### src/hdl/mcsync_params.svh
// constants of the multichip clock synchronization block
// assumes inclusion by bare name from the design files
`ifndef MCSYNC_PARAMS_SVH
`define MCSYNC_PARAMS_SVH

// register addresses
`define ADDR_CONTROL_FUNCTION_TWO 8'h01
`define ADDR_USER_REGISTER_ZERO   8'h1b

// reset values
`define RST_CONTROL_FUNCTION_TWO  32'h0000_0900
`define RST_USER_REGISTER_ZERO    32'h0000_0000

// control_function_two fields
`define SYNC_OUT_ENABLE_BIT       9
`define SYNC_MUX_ENABLE_BIT       8

// user_register_zero fields
`define IN_DELAY_LSB              0
`define OUT_DELAY_LSB             3
`define SYNC_ENABLE_BIT           6

// sync output generator
`define SYNC_OUT_DIVIDE           384
`define SYNC_OUT_HIGH_CYCLES      256

// nominal analog spans of the delay codes, in picoseconds
`define IN_DELAY_SPAN_PS          1200
`define OUT_DELAY_SPAN_PS         1970

// calibration
`define CAL_SYNC_PERIODS          16
`define CLKGEN_PRESET             4'h0

`endif

### src/hdl/mcsync_pkg.sv
// types of the multichip clock synchronization block
// assumes no other package
package mcsync_pkg;

  typedef enum logic [2:0] {
    CAL_IDLE,
    CAL_STEP_ONE,
    CAL_WAIT_SYNC,
    CAL_FINISH,
    CAL_DONE
  } cal_state_t;

endpackage

### src/hdl/tap_delay.sv
// selectable tap delay line: code 0 is the shortest path
// assumes a single clock; each code step adds one clock of delay
module tap_delay
#(
  parameter int CODE_W = 3,
  parameter int DEPTH  = 8
)
(
  // clock and reset
  input  wire logic              i_clk,
  input  wire logic              i_rst_n,
  // data
  input  wire logic              i_din,
  input  wire logic [CODE_W-1:0] i_code,
  output      logic              o_dout
);

  logic [DEPTH-1:0] tap;
  logic             next_dout;

  generate
    if (DEPTH != (1 << CODE_W))
    begin : g_bad_depth
      $error("tap_delay: DEPTH must equal 2**CODE_W");
    end
  endgenerate

  // ==========================================================
  // tap chain
  // ==========================================================
  genvar gi;
  generate
    for (gi = 0; gi < DEPTH; gi++)
    begin : g_tap
      logic next_tap;
      // the head tap has no neighbour below it, so it is split off
      // rather than indexing tap[-1] in a branch that never runs
      if (gi == 0)
      begin : g_head
        assign next_tap = i_din;
      end
      else
      begin : g_link
        assign next_tap = tap[gi-1];
      end
      always_ff @(posedge i_clk or negedge i_rst_n)
      begin
        if (!i_rst_n)
          tap[gi] <= 1'b0;
        else
          tap[gi] <= next_tap;
      end
    end
  endgenerate

  // ==========================================================
  // selector, registered
  // ==========================================================
  always_comb
  begin
    next_dout = tap[i_code];
  end

  always_ff @(posedge i_clk or negedge i_rst_n)
  begin
    if (!i_rst_n)
      o_dout <= 1'b0;
    else
      o_dout <= next_dout;
  end

endmodule

### src/hdl/multichip_clock_sync.sv
// multichip clock synchronization: sync receiver, sync output generator,
// presettable clock generator and the calibration pause around it
// assumes I_CLK is the core_sample_clock and register writes arrive
// already decoded from the device programming port
`include "mcsync_params.svh"

module multichip_clock_sync
#(
  parameter int CLKGEN_W = 4,
  parameter int DIV_W    = 9
)
(
  // clock and reset
  input  wire logic                I_CLK,
  input  wire logic                I_RST_N,
  // register access
  input  wire logic                I_REG_WR,
  input  wire logic [7:0]          I_REG_ADDR,
  input  wire logic [31:0]         I_REG_WDATA,
  output      logic [31:0]         O_REG_RDATA,
  // calibration
  input  wire logic                I_CAL_START,
  output      logic                O_CAL_BUSY,
  output      logic                O_CAL_DONE,
  // sync pins
  input  wire logic                I_SYNC_IN,
  output      logic                O_SYNC_OUT,
  output      logic                O_SYNC_OUT_OE,
  // received sync pulse and internal clock generator
  output      logic                O_SYNC_PULSE,
  output      logic [CLKGEN_W-1:0] O_CLK_STATE
);

  localparam int DIVIDE = `SYNC_OUT_DIVIDE;

  generate
    if ((1 << DIV_W) < DIVIDE || CLKGEN_W < 4)
    begin : g_bad_param
      $error("multichip_clock_sync: DIV_W or CLKGEN_W too small");
    end
  endgenerate

  // ==========================================================
  // registers
  // ==========================================================
  logic [31:0] control_function_two;
  logic [31:0] user_register_zero;
  logic [31:0] next_cf2;
  logic [31:0] next_user_register_zero;
  logic [31:0] next_rdata;

  always_comb
  begin
    next_cf2   = control_function_two;
    next_user_register_zero  = user_register_zero;
    next_rdata = 32'h0000_0000;
    if (I_REG_WR && I_REG_ADDR == `ADDR_CONTROL_FUNCTION_TWO)
      next_cf2 = I_REG_WDATA;
    if (I_REG_WR && I_REG_ADDR == `ADDR_USER_REGISTER_ZERO)
      next_user_register_zero = I_REG_WDATA;
    if (I_REG_ADDR == `ADDR_CONTROL_FUNCTION_TWO)
      next_rdata = control_function_two;
    else if (I_REG_ADDR == `ADDR_USER_REGISTER_ZERO)
      next_rdata = user_register_zero;
  end

  always_ff @(posedge I_CLK or negedge I_RST_N)
  begin
    if (!I_RST_N)
    begin
      control_function_two <= `RST_CONTROL_FUNCTION_TWO;
      user_register_zero   <= `RST_USER_REGISTER_ZERO;
      O_REG_RDATA          <= 32'h0000_0000;
    end
    else
    begin
      control_function_two <= next_cf2;
      user_register_zero   <= next_user_register_zero;
      O_REG_RDATA          <= next_rdata;
    end
  end

  logic       gen_en;
  logic       mux_en;
  logic       sync_en;
  logic [2:0] in_code;
  logic [2:0] out_code;

  assign gen_en   = control_function_two[`SYNC_OUT_ENABLE_BIT];
  assign mux_en   = control_function_two[`SYNC_MUX_ENABLE_BIT];
  assign sync_en  = user_register_zero[`SYNC_ENABLE_BIT];
  assign in_code  = user_register_zero[`IN_DELAY_LSB +: 3];
  assign out_code = user_register_zero[`OUT_DELAY_LSB +: 3];

  // ==========================================================
  // sync receiver
  // ==========================================================
  // the pin is asynchronous to the local clock in practice, so two
  // stages settle it before anything acts on it
  logic sync_meta;
  logic sync_safe;
  logic in_delayed;
  logic in_delayed_q;

  always_ff @(posedge I_CLK or negedge I_RST_N)
  begin
    if (!I_RST_N)
    begin
      sync_meta <= 1'b0;
      sync_safe <= 1'b0;
    end
    else
    begin
      sync_meta <= I_SYNC_IN;
      sync_safe <= sync_meta;
    end
  end

  // one clock of delay per code step keeps the steps monotonic
  tap_delay #(.CODE_W(3), .DEPTH(8)) u_in_delay
  (
    .i_clk   (I_CLK),
    .i_rst_n (I_RST_N),
    .i_din   (sync_safe),
    .i_code  (in_code),
    .o_dout  (in_delayed)
  );

  logic rise;
  assign rise = in_delayed && !in_delayed_q;

  always_ff @(posedge I_CLK or negedge I_RST_N)
  begin
    if (!I_RST_N)
    begin
      in_delayed_q <= 1'b0;
      O_SYNC_PULSE <= 1'b0;
    end
    else
    begin
      in_delayed_q <= in_delayed;
      O_SYNC_PULSE <= rise;
    end
  end

  // ==========================================================
  // sync output generator
  // ==========================================================
  logic [DIV_W-1:0] div_cnt;
  logic [DIV_W-1:0] next_div_cnt;
  logic             gen_level;
  logic             gen_delayed;

  always_comb
  begin
    if (div_cnt == DIV_W'(DIVIDE - 1))
      next_div_cnt = '0;
    else
      next_div_cnt = div_cnt + DIV_W'(1);
  end

  always_ff @(posedge I_CLK or negedge I_RST_N)
  begin
    if (!I_RST_N)
    begin
      div_cnt   <= '0;
      gen_level <= 1'b0;
    end
    else
    begin
      div_cnt   <= next_div_cnt;
      gen_level <= (div_cnt < DIV_W'(`SYNC_OUT_HIGH_CYCLES));
    end
  end

  tap_delay #(.CODE_W(3), .DEPTH(8)) u_out_delay
  (
    .i_clk   (I_CLK),
    .i_rst_n (I_RST_N),
    .i_din   (gen_level),
    .i_code  (out_code),
    .o_dout  (gen_delayed)
  );

  // ==========================================================
  // output pin mux
  // ==========================================================
  logic next_pin;
  logic next_oe;

  always_comb
  begin
    next_pin = 1'b0;
    next_oe  = 1'b0;
    if (gen_en && mux_en)
    begin
      next_pin = gen_delayed;
      next_oe  = 1'b1;
    end
    else if (!gen_en)
    begin
      next_pin = sync_safe;
      next_oe  = 1'b1;
    end
  end

  always_ff @(posedge I_CLK or negedge I_RST_N)
  begin
    if (!I_RST_N)
    begin
      O_SYNC_OUT    <= 1'b0;
      O_SYNC_OUT_OE <= 1'b0;
    end
    else
    begin
      O_SYNC_OUT    <= next_pin;
      O_SYNC_OUT_OE <= next_oe;
    end
  end

  // ==========================================================
  // calibration sequence
  // ==========================================================
  // without a sync signal and with sync enabled the pause never ends;
  // that is intended, software must see calibration stall
  mcsync_pkg::cal_state_t cal_state;
  mcsync_pkg::cal_state_t next_cal_state;
  logic [4:0]             sync_seen;
  logic [4:0]             next_sync_seen;
  logic                   do_preset;

  assign do_preset = (cal_state == mcsync_pkg::CAL_WAIT_SYNC) &&
                     sync_en && O_SYNC_PULSE;

  always_comb
  begin
    next_cal_state = cal_state;
    next_sync_seen = sync_seen;
    unique case (cal_state)
      mcsync_pkg::CAL_IDLE,
      mcsync_pkg::CAL_DONE:
        if (I_CAL_START)
          next_cal_state = mcsync_pkg::CAL_STEP_ONE;
      mcsync_pkg::CAL_STEP_ONE:
      begin
        next_sync_seen = 5'h00;
        next_cal_state = sync_en ? mcsync_pkg::CAL_WAIT_SYNC
                                 : mcsync_pkg::CAL_FINISH;
      end
      mcsync_pkg::CAL_WAIT_SYNC:
        if (do_preset)
        begin
          next_sync_seen = sync_seen + 5'h01;
          if (sync_seen == 5'(`CAL_SYNC_PERIODS - 1))
            next_cal_state = mcsync_pkg::CAL_FINISH;
        end
      mcsync_pkg::CAL_FINISH:
        next_cal_state = mcsync_pkg::CAL_DONE;
      default:
        next_cal_state = mcsync_pkg::CAL_IDLE;
    endcase
  end

  always_ff @(posedge I_CLK or negedge I_RST_N)
  begin
    if (!I_RST_N)
    begin
      cal_state  <= mcsync_pkg::CAL_IDLE;
      sync_seen  <= 5'h00;
      O_CAL_BUSY <= 1'b0;
      O_CAL_DONE <= 1'b0;
    end
    else
    begin
      cal_state  <= next_cal_state;
      sync_seen  <= next_sync_seen;
      O_CAL_BUSY <= (next_cal_state != mcsync_pkg::CAL_IDLE) &&
                    (next_cal_state != mcsync_pkg::CAL_DONE);
      O_CAL_DONE <= (next_cal_state == mcsync_pkg::CAL_DONE);
    end
  end

  // ==========================================================
  // presettable internal clock generator
  // ==========================================================
  logic [CLKGEN_W-1:0] next_clk_state;

  always_comb
  begin
    if (do_preset)
      next_clk_state = CLKGEN_W'(`CLKGEN_PRESET);
    else
      next_clk_state = O_CLK_STATE + CLKGEN_W'(1);
  end

  always_ff @(posedge I_CLK or negedge I_RST_N)
  begin
    if (!I_RST_N)
      O_CLK_STATE <= '0;
    else
      O_CLK_STATE <= next_clk_state;
  end

endmodule

### config.mk
export PLATFORM = sky130hd
export DESIGN_NAME = multichip_clock_sync
export DESIGN_NICKNAME = d
export VERILOG_FILES = /design/src/hdl/mcsync_pkg.sv /design/src/hdl/tap_delay.sv /design/src/hdl/multichip_clock_sync.sv
export VERILOG_INCLUDE_DIRS = /design/src /design/src/hdl
export SDC_FILE = /design/constraint.sdc
export NUM_CORES = 1
export LEC_CHECK = 0
export ABC_CLOCK_PERIOD_IN_PS = 3100
export BUFFER_PORTS_ARGS = -buffer_cell sky130_fd_sc_hd__buf_2
export CAP_MARGIN = 10
export CORE_ASPECT_RATIO = 0.75
export CORE_MARGIN = 2
export CORE_UTILIZATION = 60
export DETAILED_ROUTE_END_ITERATION = 8
export PLACE_DENSITY = 0.84
export SKIP_CTS_REPAIR_TIMING = 1
export SYNTH_ARGS = -nofsm -noshare
export SYNTH_HDL_FRONTEND = slang
export SYNTH_SLANG_ARGS = --single-unit
export TNS_END_PERCENT = 5
### constraint.sdc
create_clock -name I_CLK -period 3.1 [get_ports I_CLK]
set_input_delay 0.31 -clock I_CLK [delete_from_list [all_inputs] [get_ports I_CLK]]
set_output_delay 0.31 -clock I_CLK [all_outputs]
set_load 0.1 [all_outputs]
==> flow_metrics.py <==
metrics = {
    "status": {
        "outcome": "completed",
    },
    "routing": {
        "dr.first_iter.drc_count": 227,
        "viasPerCell": 5.59,
        "final_antenna_net_count": 0,
        "drc_errors": 0,
        "firstDrtPassIters": 5,
        "drt_wl_total_mm": 10.6,
        "routedWlPerCell_um": 17.8,
        "vias": 3326,
    },
    "clock_network": {
        "clk_pin_slew_ns": 0.05,
        "cts_num_sinks": 144,
        "clock-root-buffer": "clkbuf_16",
        "cts_buffers": 17,
        "cts_tree": "yes",
        "clk_latency_ns": 0.42,
        "htree_levels": 4,
        "clk_path_buf_depth": 2,
    },
    "worst_setup_path": {
        "cp.depth": 5,
        "critPathCaptureType": "register",
        "crit_family": "simple AND/OR/NAND/NOR gates",
        "arrival_ns": 2.05,
        "crit_slowest_cell": "nand4_2",
        "regToRegStartpoint": "cal_state[0]$_DFF_PN0_",
        "r2r-end": "sync_seen[0]$_DFFE_PN0P_",
        "r2r_cells": 3,
        "criticalPathCategory": "primary input to register",
        "critical_path_required_ns": 3.40,
        "crit_chain": "buf_2 -> nor4_4 -> nand4_2 -> buf_4 -> mux2_2",
        "slowest_delay_ns": 0.53,
        "worstPathMaxFanout": 18,
        "path_buf_inv": 2,
        "critPathLaunchType": "primary input",
        "rrSetupSlack_ns": 1.54,
    },
    "sta": {
        "finalCriticalPeriod_ns": 1.75,
        "setup_ws_ns": 1.35,
        "hold_viol_final": 0,
        "min_period_over_period": 0.564,
        "tightest_slew_ns": 1.22,
        "drv_slew": 0,
        "skew_ns": 0.00472,
        "setup_violations": 0,
        "setup_tns_ns": 0,
        "slew_headroom": 0.182,
        "timing.fmax_mhz": 572,
        "rsz0062_at_grt": "false",
    },
    "yosys": {
        "synth-async-reset-ratio": 1.00,
        "synthCells": 375,
        "yosysWarnings": 0,
        "synth_edf_count": 0,
        "synth_ff_type": "dfrtp_1",
        "synth_area_mm2": 0.00548,
        "ys_seq_area_frac": 0.659,
        "syn_nets": 424,
        "ys_types": 39,
        "ys_seq_elements": 144,
        "avgSynthCellArea_um2": 14.6,
    },
    "floorplanning": {
        "die_area_mm2": 0.00991,
        "chipWidth_um": 114,
        "core_mm2": 0.00897,
        "ioPinCount": 86,
        "die_y_um": 86.7,
        "rows": 30,
        "start_util": 0.610,
    },
    "placed_design": {
        "place_ws_ns": 0.941,
        "hpwl_mm": 6.37,
        "postPlaceCellArea_mm2": 0.00598,
        "io_buffer_count": 85,
        "place.gp.congestion": 0.742,
    },
    "cells_and_area": {
        "nFillCells": 558,
        "fin_nets": 517,
        "synthToLayoutAreaGrowth_pct": 19.4,
        "fin_util": 0.728,
        "final_area_mm2": 0.00654,
        "drive_above_1_share": 0.414,
    },
    "worst_hold_path": {
        "hp-class": "primary input to async pin",
    },
    "power": {
        "leakage_nw": 3.27,
        "p_total_mw": 4.55,
        "p_per_area_mw_per_mm2": 697,
        "peakVddDrop_mv": 0.359,
    },
    "global_routing": {
        "grt_pass1_wl_mm": 17.4,
        "antenna_found_initial": 2,
        "grt_usage": 0.236,
        "grt_max_degree": 119,
        "grt-ovfl-total": 0,
        "grt_pass1_vias": 3546,
    },
    "run": {
        "maxCapViolCount": 0,
    },
}
## flip-flops by register name, summed over array words and instances, names as in the netlist
register                    flops
O_CAL_BUSY                      1
O_CAL_DONE                      1
O_CLK_STATE                     4
O_REG_RDATA                    32
O_SYNC_OUT                      1
O_SYNC_OUT_OE                   1
O_SYNC_PULSE                    1
cal_state                       3
control_function_two           32
div_cnt                         9
gen_level                       1
in_delayed_q                    1
sync_meta                       1
sync_safe                       1
sync_seen                       5
u_in_delay.g_tap.next_tap       7
u_in_delay.o_dout               1
u_in_delay.tap                  1
u_out_delay.g_tap.next_tap      7
u_out_delay.o_dout              1
u_out_delay.tap                 1
user_register_zero             32
## cell type report
type	count	area, um2	share of cell area
antenna	2	5.00	0.000766
clock buffer	24	472	0.0722
clock inverter	8	65.1	0.00996
inverter	4	15.0	0.00230
multi-input combinational	209	1750	0.267
sequential	144	3610	0.552
tap	112	140	0.0214
timing repair buffer	92	487	0.0745
## per-stage QoR
| step | hold WS [ns] | instances |
|---|---|---|
| after floorplan | 0.0144 | 375 |
| after global placement | 0.333 | 560 |
| after detailed placement | 0.346 | 560 |
| after CTS | -0.0181 | 592 |
| after global routing | 0.131 | 595 |
| final | 0.0279 | 595 |
## cells in the final DEF, fill, tap and decap left out, types with 2 or more instances in the layout
cell type  instances
nor2_1            41
clkinv_2           7
a21o_1             4
nand2b_1           2
mux2_2            63
xor2_1             4
clkbuf_8           2
clkbuf_16         17
inv_1              4
ha_1               4
mux2i_1            3
or3b_2             2
dfrtp_1          142
nand2_1            8
xnor2_1            3
clkbuf_1           5
nor2b_1            4
mux2_4             4
buf_2             84
nand4_2            2
and3_1             3
dfstp_2            2
buf_4              6
mux4_2             4
o21ai_0            3
diode_2            2
nand3_1            8
a22oi_1           32
## where the power goes
part | leakage (nW) | switching [mW] | internal, mW | total [mW]
clock | 0.271 | 0.735 | 1.13 | 1.87
combinational | 1.13 | 0.434 | 0.173 | 0.606
sequential | 1.87 | 0.0887 | 1.99 | 2.08
total | 3.27 | 1.26 | 3.30 | 4.55
## per-layer routing
| layer | wire length, um | track usage | share of wire | up-vias |
|---|---|---|---|---|
| li1 | - | - | - | 1523 |
| met1 | 4590 | 0.296 | 0.43 | 1705 |
| met2 | 5330 | 0.375 | 0.50 | 76 |
| met3 | 450 | 0.0643 | 0.042 | 22 |
| met4 | 224 | 0.139 | 0.021 | 0 |
| met5 | 0 | 0 | 0 | - |
## how the worst max path moves through the flow
stage                                start                            endpoint  slack, ns
floorplan           O_SYNC_PULSE$_DFF_PN0_            sync_seen[0]$_DFFE_PN0P_       1.52
global placement             I_REG_ADDR[2]  user_register_zero[23]$_DFFE_PN0P_       1.00
detailed placement           I_REG_ADDR[2]  user_register_zero[27]$_DFFE_PN0P_       0.94
CTS                          I_REG_ADDR[2]   user_register_zero[0]$_DFFE_PN0P_       1.37
global route                 I_REG_ADDR[2]   user_register_zero[3]$_DFFE_PN0P_       1.25
finish                       I_REG_ADDR[2]  user_register_zero[27]$_DFFE_PN0P_       1.35
## cells in the mapped netlist, types with 3 or more instances
cell,count,area [um2]
nor2b_1,4,25.0
clkbuf_1,10,37.5
a22oi_1,32,240
o21ai_0,3,15.0
nor2_1,41,154
nand3_1,8,40.0
nand2_1,8,30.0
mux4_2,4,90.1
xnor2_1,3,26.3
and3_1,3,18.8
a21o_1,4,30.0
ha_1,4,50.1
xor2_1,4,35.0
mux2_2,63,709
mux2_4,4,60.1
inv_1,4,15.0
dfrtp_1,142,3550
mux2i_1,3,30.0
buf_6,6,67.6
## logic make-up (layout without fill, tap and decap cells)
| kind of cell | count (synthesis) | after routing | share of synthesized area |
|---|---|---|---|
| buf+inv | 22 | 128 | 0.0238 |
| other cells | 0 | 2 | 0 |
| xor+xnor | 7 | 7 | 0.0112 |
| fa+ha+maj | 4 | 4 | 0.00914 |
| compound gates | 45 | 45 | 0.0601 |
| flops | 144 | 144 | 0.659 |
| simple gates | 79 | 79 | 0.0747 |
| mux | 74 | 74 | 0.162 |
No activity file was read; power rests on OpenSTA's default activity.
